[src/csr_map.vh]
// register offsets, field positions and reset values for the service request logic
`ifndef CSR_MAP_VH
`define CSR_MAP_VH
`define CSR_OFF_ENABLES 8'h06
`define CSR_OFF_CHAN_SEL 8'h40
`define CSR_OFF_SUMMARY 8'h41
`define CSR_OFF_RX_STATUS 8'h42
`define CSR_OFF_VECTOR 8'h43
`define CSR_OFF_IRQ_STAT 8'h44
`define CSR_OFF_IRQ_MASK 8'h45
`define CSR_OFF_ACK 8'h46
`define CSR_OFF_PENDING 8'h47
`define CSR_EN_MODEM 7
`define CSR_EN_RECEIVE_DATA_ENABLE 4
`define CSR_EN_TXFIFO 2
`define CSR_EN_TXSHIFT 1
`define CSR_EN_NO_NEW_DATA_TIMEOUT_ENABLE 0
`define CSR_EN_WMASK 8'h97
`define CSR_EN_RESET 8'h00
`define CSR_PEND_RX 0
`define CSR_PEND_TX 1
`define CSR_PEND_MDM 2
`define CSR_PEND_EXC 3
`define CSR_IT_NONE 3'h0
`define CSR_IT_MODEM 3'h1
`define CSR_IT_TX 3'h2
`define CSR_IT_RX 3'h3
`define CSR_IT_RX_EXC 3'h7
`define CSR_RDS_TIMEOUT 7
`define CSR_IRQ_RESET 4'h0
`define CSR_CHAN_RESET 2'h0
`endif

[src/csr_chan.v]
// one channel: enable register, condition edges and pending request flags
`timescale 1ns/100ps
`include "csr_map.vh"
module csr_chan (
	input wire i_ref_clk,
	input wire i_arst_n,
	input wire i_en_we,
	input wire [7:0] i_en_wdata,
	input wire [3:0] i_ack,
	input wire i_modem_change,
	input wire i_rx_has_chars,
	input wire i_rx_thresh_hit,
	input wire i_rx_timeout_hit,
	input wire i_tx_fifo_empty,
	input wire i_tx_hold_full,
	input wire i_tx_shift_busy,
	input wire i_tx_shift_empty,
	input wire i_rx_fifo_empty,
	input wire i_rx_idle_expired,
	output wire [7:0] o_enables,
	output wire [3:0] o_pend,
	output wire [3:0] o_evt
);
	reg [7:0] en_q;
	reg [3:0] pend_q;
	reg [3:0] pend_d;
	reg tx_fifo_empty_q;
	reg tx_shift_empty_q;
	reg no_new_data_timeout_enable_cond_q;
	wire no_new_data_timeout_enable_cond;
	wire tx_fifo_rise;
	wire tx_shift_rise;
	wire [3:0] set;

	assign no_new_data_timeout_enable_cond = i_rx_fifo_empty & i_rx_idle_expired;
	// fifo-empty request only while holding and shift registers still carry data
	assign tx_fifo_rise = i_tx_fifo_empty & ~tx_fifo_empty_q & i_tx_hold_full & i_tx_shift_busy;
	assign tx_shift_rise = i_tx_shift_empty & ~tx_shift_empty_q;

	assign set[`CSR_PEND_MDM] = en_q[`CSR_EN_MODEM] & i_modem_change;
	assign set[`CSR_PEND_RX] = en_q[`CSR_EN_RECEIVE_DATA_ENABLE] & i_rx_has_chars
		& (i_rx_thresh_hit | i_rx_timeout_hit);
	assign set[`CSR_PEND_TX] = (en_q[`CSR_EN_TXFIFO] & tx_fifo_rise)
		| (en_q[`CSR_EN_TXSHIFT] & tx_shift_rise);
	assign set[`CSR_PEND_EXC] = en_q[`CSR_EN_NO_NEW_DATA_TIMEOUT_ENABLE] & no_new_data_timeout_enable_cond & ~no_new_data_timeout_enable_cond_q;

	assign o_enables = en_q;
	assign o_pend = pend_q;
	assign o_evt = set;

	always @*
	begin
		// a new condition wins over a host acknowledge in the same cycle
		pend_d = (pend_q & ~i_ack) | set;
	end

	always @(posedge i_ref_clk or negedge i_arst_n)
	begin
		if (!i_arst_n)
		begin
			en_q <= `CSR_EN_RESET;
			pend_q <= 4'h0;
			tx_fifo_empty_q <= 1'b0;
			tx_shift_empty_q <= 1'b0;
			no_new_data_timeout_enable_cond_q <= 1'b0;
		end
		else
		begin
			if (i_en_we)
			begin
				en_q <= i_en_wdata & `CSR_EN_WMASK;
			end
			pend_q <= pend_d;
			tx_fifo_empty_q <= i_tx_fifo_empty;
			tx_shift_empty_q <= i_tx_shift_empty;
			no_new_data_timeout_enable_cond_q <= no_new_data_timeout_enable_cond;
		end
	end
endmodule // csr_chan

[src/csr_top.v]
// multi-channel service request enables, summary, vector and request pin
//
// Added by the designer: the plain strobed port.
`timescale 1ns/100ps
`include "csr_map.vh"
module csr_top #(
	parameter NUM_CH = 4
) (
	input wire i_ref_clk,
	input wire i_arst_n,
	input wire [7:0] i_addr,
	input wire [7:0] i_wdata,
	input wire i_wr,
	input wire i_rd,
	output wire [7:0] o_rdata,
	input wire [NUM_CH-1:0] i_modem_change,
	input wire [NUM_CH-1:0] i_rx_has_chars,
	input wire [NUM_CH-1:0] i_rx_thresh_hit,
	input wire [NUM_CH-1:0] i_rx_timeout_hit,
	input wire [NUM_CH-1:0] i_tx_fifo_empty,
	input wire [NUM_CH-1:0] i_tx_hold_full,
	input wire [NUM_CH-1:0] i_tx_shift_busy,
	input wire [NUM_CH-1:0] i_tx_shift_empty,
	input wire [NUM_CH-1:0] i_rx_fifo_empty,
	input wire [NUM_CH-1:0] i_rx_idle_expired,
	output wire o_request_out_n,
	output wire o_irq
);
	reg [1:0] chan_sel_q;
	reg [3:0] irq_stat_q;
	reg [3:0] irq_stat_d;
	reg [3:0] irq_mask_q;
	reg [7:0] rdata_q;
	reg [7:0] rdata_d;
	reg req_n_q;
	reg irq_q;
	reg [3:0] type_any;
	reg [3:0] evt_any;
	reg [7:0] sel_en;
	reg [3:0] sel_pend;
	reg [2:0] sel_type;
	reg [7:0] summary;
	integer k;
	integer j;

	wire [8*NUM_CH-1:0] en_flat;
	wire [4*NUM_CH-1:0] pend_flat;
	wire [4*NUM_CH-1:0] evt_flat;
	wire wr_en;
	wire wr_ack;
	wire wr_chan;
	wire wr_stat;
	wire wr_mask;
	wire any_pend;

	assign wr_en = i_wr & (i_addr == `CSR_OFF_ENABLES);
	assign wr_ack = i_wr & (i_addr == `CSR_OFF_ACK);
	assign wr_chan = i_wr & (i_addr == `CSR_OFF_CHAN_SEL);
	assign wr_stat = i_wr & (i_addr == `CSR_OFF_IRQ_STAT);
	assign wr_mask = i_wr & (i_addr == `CSR_OFF_IRQ_MASK);

	genvar g;
	generate
		for (g = 0; g < NUM_CH; g = g + 1)
		begin : g_ch
			csr_chan u_chan (
				.i_ref_clk(i_ref_clk),
				.i_arst_n(i_arst_n),
				.i_en_we(wr_en & (chan_sel_q == g)),
				.i_en_wdata(i_wdata),
				.i_ack((wr_ack & (chan_sel_q == g)) ? i_wdata[3:0] : 4'h0),
				.i_modem_change(i_modem_change[g]),
				.i_rx_has_chars(i_rx_has_chars[g]),
				.i_rx_thresh_hit(i_rx_thresh_hit[g]),
				.i_rx_timeout_hit(i_rx_timeout_hit[g]),
				.i_tx_fifo_empty(i_tx_fifo_empty[g]),
				.i_tx_hold_full(i_tx_hold_full[g]),
				.i_tx_shift_busy(i_tx_shift_busy[g]),
				.i_tx_shift_empty(i_tx_shift_empty[g]),
				.i_rx_fifo_empty(i_rx_fifo_empty[g]),
				.i_rx_idle_expired(i_rx_idle_expired[g]),
				.o_enables(en_flat[8*g +: 8]),
				.o_pend(pend_flat[4*g +: 4]),
				.o_evt(evt_flat[4*g +: 4])
			);
		end
	endgenerate

	// per-type or across all channels
	always @*
	begin
		type_any = 4'h0;
		evt_any = 4'h0;
		for (k = 0; k < NUM_CH; k = k + 1)
		begin
			type_any = type_any | pend_flat[4*k +: 4];
			evt_any = evt_any | evt_flat[4*k +: 4];
		end
	end

	assign any_pend = |type_any;

	// selected channel view
	always @*
	begin
		sel_en = 8'h00;
		sel_pend = 4'h0;
		for (j = 0; j < NUM_CH; j = j + 1)
		begin
			if (chan_sel_q == j)
			begin
				sel_en = en_flat[8*j +: 8];
				sel_pend = pend_flat[4*j +: 4];
			end
		end
	end

	// vector type: exception first, then rx, tx, modem
	always @*
	begin
		if (sel_pend[`CSR_PEND_EXC])
		begin
			sel_type = `CSR_IT_RX_EXC;
		end
		else if (sel_pend[`CSR_PEND_RX])
		begin
			sel_type = `CSR_IT_RX;
		end
		else if (sel_pend[`CSR_PEND_TX])
		begin
			sel_type = `CSR_IT_TX;
		end
		else if (sel_pend[`CSR_PEND_MDM])
		begin
			sel_type = `CSR_IT_MODEM;
		end
		else
		begin
			sel_type = `CSR_IT_NONE;
		end
	end

	always @*
	begin
		summary = {4'h0, type_any};
	end

	// sticky event status, set wins over write-one-to-clear
	always @*
	begin
		irq_stat_d = irq_stat_q;
		if (wr_stat)
		begin
			irq_stat_d = irq_stat_d & ~i_wdata[3:0];
		end
		irq_stat_d = irq_stat_d | evt_any;
	end

	// read mux, data valid the cycle after the strobe
	always @*
	begin
		rdata_d = 8'h00;
		if (i_rd)
		begin
			case (i_addr)
				`CSR_OFF_ENABLES:
				begin
					rdata_d = sel_en & `CSR_EN_WMASK;
				end
				`CSR_OFF_CHAN_SEL:
				begin
					rdata_d = {6'h00, chan_sel_q};
				end
				`CSR_OFF_SUMMARY:
				begin
					rdata_d = summary;
				end
				`CSR_OFF_RX_STATUS:
				begin
					// timeout request carries no character
					rdata_d = 8'h00;
					rdata_d[`CSR_RDS_TIMEOUT] = sel_pend[`CSR_PEND_EXC];
				end
				`CSR_OFF_VECTOR:
				begin
					rdata_d = {1'b0, chan_sel_q, 2'h0, sel_type};
				end
				`CSR_OFF_IRQ_STAT:
				begin
					rdata_d = {4'h0, irq_stat_q};
				end
				`CSR_OFF_IRQ_MASK:
				begin
					rdata_d = {4'h0, irq_mask_q};
				end
				`CSR_OFF_PENDING:
				begin
					rdata_d = {4'h0, sel_pend};
				end
				default:
				begin
					rdata_d = 8'h00;
				end
			endcase
		end
	end

	always @(posedge i_ref_clk or negedge i_arst_n)
	begin
		if (!i_arst_n)
		begin
			chan_sel_q <= `CSR_CHAN_RESET;
			irq_stat_q <= `CSR_IRQ_RESET;
			irq_mask_q <= `CSR_IRQ_RESET;
			rdata_q <= 8'h00;
			req_n_q <= 1'b1;
			irq_q <= 1'b0;
		end
		else
		begin
			if (wr_chan)
			begin
				chan_sel_q <= i_wdata[1:0];
			end
			if (wr_mask)
			begin
				irq_mask_q <= i_wdata[3:0];
			end
			irq_stat_q <= irq_stat_d;
			rdata_q <= rdata_d;
			req_n_q <= ~any_pend;
			irq_q <= |(irq_stat_d & irq_mask_q);
		end
	end

	assign o_rdata = rdata_q;
	assign o_request_out_n = req_n_q;
	assign o_irq = irq_q;
endmodule // csr_top

[config.mk]
export PLATFORM = sky130hd
export DESIGN_NAME = csr_top
export DESIGN_NICKNAME = d
export VERILOG_FILES = /design/src/csr_chan.v /design/src/csr_top.v
export VERILOG_INCLUDE_DIRS = /design/src
export SDC_FILE = /design/constraint.sdc
export NUM_CORES = 1
export LEC_CHECK = 0
export BUFFER_PORTS_ARGS = -buffer_cell sky130_fd_sc_hd__buf_2
export CORE_MARGIN = 2
export CORE_UTILIZATION = 54
export DETAILED_ROUTE_END_ITERATION = 6
export PLACE_DENSITY = 0.88
export SLEW_MARGIN = 15
export SYNTH_ARGS = -nofsm -noshare
export SYNTH_HDL_FRONTEND = slang
export SYNTH_SLANG_ARGS = --single-unit
[constraint.sdc]
create_clock -name i_ref_clk -period 2.05 [get_ports i_ref_clk]
set_input_delay 0.5125 -clock i_ref_clk [delete_from_list [all_inputs] [get_ports i_ref_clk]]
set_output_delay 0.5125 -clock i_ref_clk [all_outputs]
set_load 0.05 [all_outputs]
# Word-level counts from Yosys, hierarchy flattened
# Cells that the tools add are included.
# classes
n_reduce_logical	3
muxes	19
eq_ne	12
n_bitwise	104
# ops
op	count
8-bit by 7-bit equality test with 1-bit output, second input constant	8
8-bit one-hot mux with 8 select lines	1
1-bit bitwise AND	61
4-bit OR	11
8-bit 2-to-1 mux	5
4-bit 2-to-1 mux	9
4-bit bitwise AND	6
4-bit inverter	5
1-bit inverter	13
8-bit by 3-bit equality test with 1-bit output, second input constant	1
1-bit OR	8
4-bit OR reduction	2
2-bit equality test, second input constant	2
2-bit 2-to-1 mux	2
3-bit 2-to-1 mux	1
2-bit by 1-bit equality test with 1-bit output, second input constant	1
2-bit zero test	1
1-bit 2-to-1 mux	1
# totals
input_bits	60
register_bits	68
output_inout_bits	10
word_cells	164

# Depth between registers and ports, before layout
# logic_depth
word_depth	12
ltp_mapped	7
depth_no_buf	5

# Cells and area by module
# Synthesis repeated with hierarchy kept, for this count alone.
# hier_totals
hier_cells	317
hier_area_um2	3585.9
# by_module_without_submodules
mod	cells_per_inst	n_inst	area_per_inst_um2	seq_area_each_um2
csr_chan	37	4	488.0	300.3
csr_top	169	1	1634.1	501.7

# Worst setup path after synthesis
# OpenSTA, ideal clock, no wires.
# synth_timing
path_type	input port to flip-flop
start	input port i_addr[3]
end	register g_ch[2].u_chan.en_q[0]
t_arrival_ns	1.702
required_ns	1.925
n_path_buf	1
path_slack_ns	0.223
cell_stages	5
setup_time_ns	0.125
cell_sequence	nor4b_4 -> and3_1 -> buf_6 -> nand4b_4 -> mux2_4
# synth_via
elab_chain_len	3
# synth_lines
element	line_no	rtl
start, declared	csr_top.v:11	input wire [7:0] i_addr,
8-bit by 3-bit equality test with 1-bit output	--	
1-bit bitwise AND	csr_top.v:56	assign wr_en = i_wr & (i_addr == `CSR_OFF_ENABLES);
1-bit bitwise AND	csr_top.v:69	.i_en_we(wr_en & (chan_sel_q == g)),
end signal, assigned	csr_chan.v:61	en_q <= `CSR_EN_RESET;
end signal, assigned	csr_chan.v:71	en_q <= i_en_wdata & `CSR_EN_WMASK;
end, declared	csr_chan.v:24	reg [7:0] en_q;
# Every way passes these cells.
# A chain may end at the register's enable or synchronous reset.

# Worst setup path in the final report
# layout_timing
start	register chan_sel_q[1]
end	register rdata_q[0] (netlist: o_rdata[0])
# layout_via
elab_chain_len	11
elab_cells_between_ends	18
cone_classes	eq/ne (3); mux (14); reduce/logical (1)
# layout_lines
element	line_no	rtl
start, declared	csr_top.v:29	reg [1:0] chan_sel_q;
start signal, assigned	csr_top.v:212	chan_sel_q <= `CSR_CHAN_RESET;
start signal, assigned	csr_top.v:223	chan_sel_q <= i_wdata[1:0];
2-bit zero test	csr_top.v:110	if (chan_sel_q == j)
4-bit 2-to-1 mux (4 in a row)	csr_top.v:110	
1-bit 2-to-1 mux	csr_top.v:133	else if (sel_pend[`CSR_PEND_MDM])
2-bit 2-to-1 mux	csr_top.v:129	else if (sel_pend[`CSR_PEND_TX])
2-bit 2-to-1 mux	csr_top.v:125	else if (sel_pend[`CSR_PEND_RX])
3-bit 2-to-1 mux	csr_top.v:121	if (sel_pend[`CSR_PEND_EXC])
8-bit one-hot mux with 8 select lines *	csr_top.v:165	case (i_addr)
8-bit 2-to-1 mux *	csr_top.v:163	if (i_rd)
via rdata_d[0]	csr_top.v:34	reg [7:0] rdata_d;
end signal, assigned	csr_top.v:230	rdata_q <= rdata_d;
end, declared	csr_top.v:33	reg [7:0] rdata_q;
# The timed path passes the listed nets; every way through them passes the cells marked *.

==> results.txt <==
The number of vias per cell came out at 6.03. The floorplan step defined a die boundary enclosing between 6000 and 7000 um2. Setup repair after global routing left no endpoint under its margin. The start of the worst register-to-register path is chan_sel_q[1]. From bottom edge to top edge, the die measures approximately 82 um. The leakage power came out at 2.12 nW. CTS placed an instance of sky130_fd_sc_hd__clkbuf_8 at the clock tree root. In the final design database the tool counted between 400 and 500 nets. The area taken by flip-flops and latches is between 1500 and 2000 um2. For the pin with the worst max-slew slack, the measured transition is 0.420 ns. During I/O placement, the number of pins put on the boundary was 70. The area growth from synthesis to final layout is 23.3%.

The number of nets with antenna violations after detailed routing came out at 0. Across the routed clock network, the largest skew measured is ~0.0069 ns. At the end of routability-driven placement, the weighted congestion stood at between 0.9 and 1. TritonCTS built the clock tree. The sum of negative setup slack is 0 ns. Of the synthesized area, sequential elements account for 0.512. The first-pass iteration count of the detailed router came out at 4.

The clock transition at the register clock pins on the worst setup and hold paths after CTS is about 0.080 ns. The number of buffers added to fix hold violations after cts is 0. The least setup slack across all paths after layout came out at approximately 0.21 ns. The number of core rows is 28. The slack of the worst reg-to-reg path came out at 0.21 ns. The average wire per cell in the routed design is between 15 and 20 um.

Among all flip-flop cells after synthesis, the most frequent one is sky130_fd_sc_hd__dfrtp_1. The count of buffers from port buffering is 67. The routed via count came out at 2,562.

Synthesis produced a netlist whose cell count is about 260. The total count of hold-check failures in the final report is 0. The power density over the cells is about 800 nW/um2. The post-synthesis cell area is roughly 3300 um2. The number of resized instances in the post-cts repair step came out at 0. The post-CTS setup buffer count is 0. After detailed routing, the number of remaining DRC violations is 0. The number of diodes added for antenna fixing is 0.

The total routing resource utilization after global routing is 0.261. The routing usage on met1 is 0.325. Counting every net in the synthesized netlist gives between 300 and 400. The detailed router finished its first iteration with ~250 violations.

The final critical delay including setup and external delays came out at ~1.8 ns. Setup violations remaining at the end of the flow were counted as 0. The number of maximum-capacitance constraint violations is 0. The largest net degree at the start of global routing is 33. The endpoint arrival time on the critical path is 2.11 ns.

The routed wire length is 7930 um. The H-tree was split into 3 levels. In this run the tightest slew margin relative to its limit is 0.717. The met2 routing resource usage after global routing is 0.432. The worst register-to-register path ends at o_rdata[0]. In the finished design, the share of the clock period the worst path needs comes to 0.897. The worst min-delay path class is in2async. The count of flip-flops with a built-in enable after synthesis is 0. The count of final max-slew check failures is 0.

For this configuration, the core starts out at a cell density of 0.561. The area occupied by multi-input gates is ~1500 um2. Prior to clock tree synthesis, the placed netlist has a worst setup slack of 0.00569 ns. The required time at the endpoint of the critical path is 2.32 ns. The layer flagged by global routing as most heavily used is met2. The class of the most critical setup path is reg2reg. The ratio of cells with drive above 1 in the final layout came out at 0.463.

The number of distinct library cells after synthesis is 52. STA classifies the critical path endpoint as a flop. The later-pin clock latency in the skew report came out at around 0.35 ns. The overall overflow remaining after global route came out at 0.

The utilization of the core after routing is 0.692. The global-route met3 utilization is 0.0554. The count of fill cells added during filler insertion is about 450. The number of sinks driven by the clock tree is 68. Summed over all nets, the half-perimeter wirelength after detailed placement is 6020 um. The total clock buffers created by CTS came out at 9. The number of synthesized register bits came out at 68. The maximum buffer depth of the clock tree is 2. The Yosys step of the flow raised 0 warnings.

The number of antenna violations at the first check in global routing is 0. Counting flops with an async set or reset pin after synthesis yields a share of 1.00. In this run the standard cell core region covers about 5900 um2. Static timing analysis puts the maximum clock frequency at 544 MHz. The width of the die is ~82 um. The critical-path maximum fanout came out at 8.

The first global-routing pass estimated approximately 13,000 um of wire. The type of origin of the critical path is a flop. The worst vdd rail ir drop came out at 0.000561 V. The synthesized area per cell is around 13 um2.

The run finished with clean final reports. The number of global-route vias before repair came to 2,630. The cell depth of the worst flop-to-flop path is 5.
## cell usage after synthesis, types with 3 or more instances
master | count | area share
sky130_fd_sc_hd__or4_1 | 4 | 0.0090
sky130_fd_sc_hd__o21ai_0 | 4 | 0.0060
sky130_fd_sc_hd__or2_2 | 3 | 0.0056
sky130_fd_sc_hd__and3_1 | 4 | 0.0075
sky130_fd_sc_hd__nand3_1 | 5 | 0.0075
sky130_fd_sc_hd__a32oi_1 | 3 | 0.0079
sky130_fd_sc_hd__a2bb2oi_1 | 4 | 0.011
sky130_fd_sc_hd__a22o_1 | 5 | 0.013
sky130_fd_sc_hd__dfrtp_1 | 67 | 0.50
sky130_fd_sc_hd__mux4_2 | 9 | 0.061
sky130_fd_sc_hd__a21bo_2 | 10 | 0.030
sky130_fd_sc_hd__nand2_1 | 25 | 0.028
sky130_fd_sc_hd__a31oi_1 | 3 | 0.0056
sky130_fd_sc_hd__nand3b_1 | 4 | 0.0090
sky130_fd_sc_hd__and2_1 | 6 | 0.011
sky130_fd_sc_hd__buf_2 | 6 | 0.0090
sky130_fd_sc_hd__o211ai_1 | 4 | 0.0090
sky130_fd_sc_hd__nor2b_1 | 5 | 0.0094
sky130_fd_sc_hd__mux2_2 | 26 | 0.088
sky130_fd_sc_hd__nand4_1 | 4 | 0.0075
sky130_fd_sc_hd__nor2_1 | 11 | 0.012
sky130_fd_sc_hd__and4b_1 | 4 | 0.012
sky130_fd_sc_hd__a22oi_1 | 5 | 0.011
sky130_fd_sc_hd__clkbuf_1 | 6 | 0.0068
## layer usage
layer | part of all wire | wire length (um) | up-vias
met2 | 0.50 | 3960 | 119
met1 | 0.41 | 3280 | 1266
met4 | 0.026 | 206 | 0
li1 | - | - | 1157
met3 | 0.060 | 478 | 20
met5 | 0 | 0 | -
## power by group
part           switching, mW  leakage, nW  internal (mW)
logic                  0.242         1.09          0.196
registers             0.0497        0.907           1.43
clock network          0.520        0.122          0.841
## worst max path at each step
stage | from | end | slack (ns)
3_5_place_dp | i_addr[3] | g_ch[0].u_chan.o_pend[3] | 0.006
4_1_cts | chan_sel_q[1] | o_rdata[0] | 0.19
5_1_grt | chan_sel_q[1] | o_rdata[0] | 0.11
2_1_floorplan | i_addr[3] | g_ch[2].u_chan.o_enables[0] | 0.22
3_3_place_gp | i_addr[3] | g_ch[0].u_chan.o_pend[3] | 0.04
6_report | chan_sel_q[1] | o_rdata[0] | 0.21
## critical path, cell delays in order (launching register included)
cell	delay [ns]
sky130_fd_sc_hd__dfrtp_1	0.58
sky130_fd_sc_hd__buf_4	0.22
sky130_fd_sc_hd__mux4_2	0.54
sky130_fd_sc_hd__o21ai_0	0.16
sky130_fd_sc_hd__nand3_1	0.10
sky130_fd_sc_hd__a31oi_1	0.17
## cell usage in the layout (no fill, tap or decap), drive strengths merged, types with 3 or more instances in the layout
master   Yosys  final
buf          7     85
dfrtp       67     67
mux2        27     27
nand2       25     25
a21bo       12     12
nor2        11     11
clkbuf       6     10
mux4         9      9
nand3        7      7
and2         6      6
nor2b        5      5
a22o         5      5
a22oi        5      5
nand4        5      5
and3         5      5
and4b        4      4
a2bb2oi      4      4
o211ai       4      4
or4          4      4
o21ai        4      4
nand3b       4      4
or2          3      3
a32oi        3      3
a31oi        3      3
bufinv       0      3
## kinds of logic (layout without fill, tap and decap cells)
family	count (synthesis)	after routing	synth area share
muxes	38	38	0.160
and+or+nand+nor	93	93	0.188
buffers and inverters	15	103	0.0215
AOI/OAI and AO/OA	48	48	0.119
DFF	68	68	0.512
## through the flow
step                hold slack [ns]  total power [mW]  std cells  cell area [um2]
finish                       0.0850              3.27        425             4100
global route                  0.110              3.40        425             4100
CTS                          0.0950              3.29        425             4100
detailed placement            0.464              1.94        409             3850
global placement              0.459              1.92        409             3850
floorplan                     0.217              1.74        262             3320
## registers in the layout, indices dropped and copies added, names as in the netlist
| register | count |
|---|---|
| g_ch.u_chan.o_enables | 20 |
| g_ch.u_chan.o_pend | 16 |
| o_rdata | 8 |
| g_ch.u_chan.no_new_data_timeout_enable_cond_q | 4 |
| g_ch.u_chan.tx_fifo_empty_q | 4 |
| g_ch.u_chan.tx_shift_empty_q | 4 |
| irq_mask_q | 4 |
| irq_stat_q | 4 |
| chan_sel_q | 2 |
| o_irq | 1 |
| o_request_out_n | 1 |
## final cells by class
cell class	instances	share of cell area
multi-input combinational	179	0.378
sequential	68	0.416
inverter	2	0.00183
clock buffer	10	0.0336
clock inverter	6	0.0272
timing repair buffer	85	0.121
tap	75	0.0229
(Power assumes the default switching activity.)
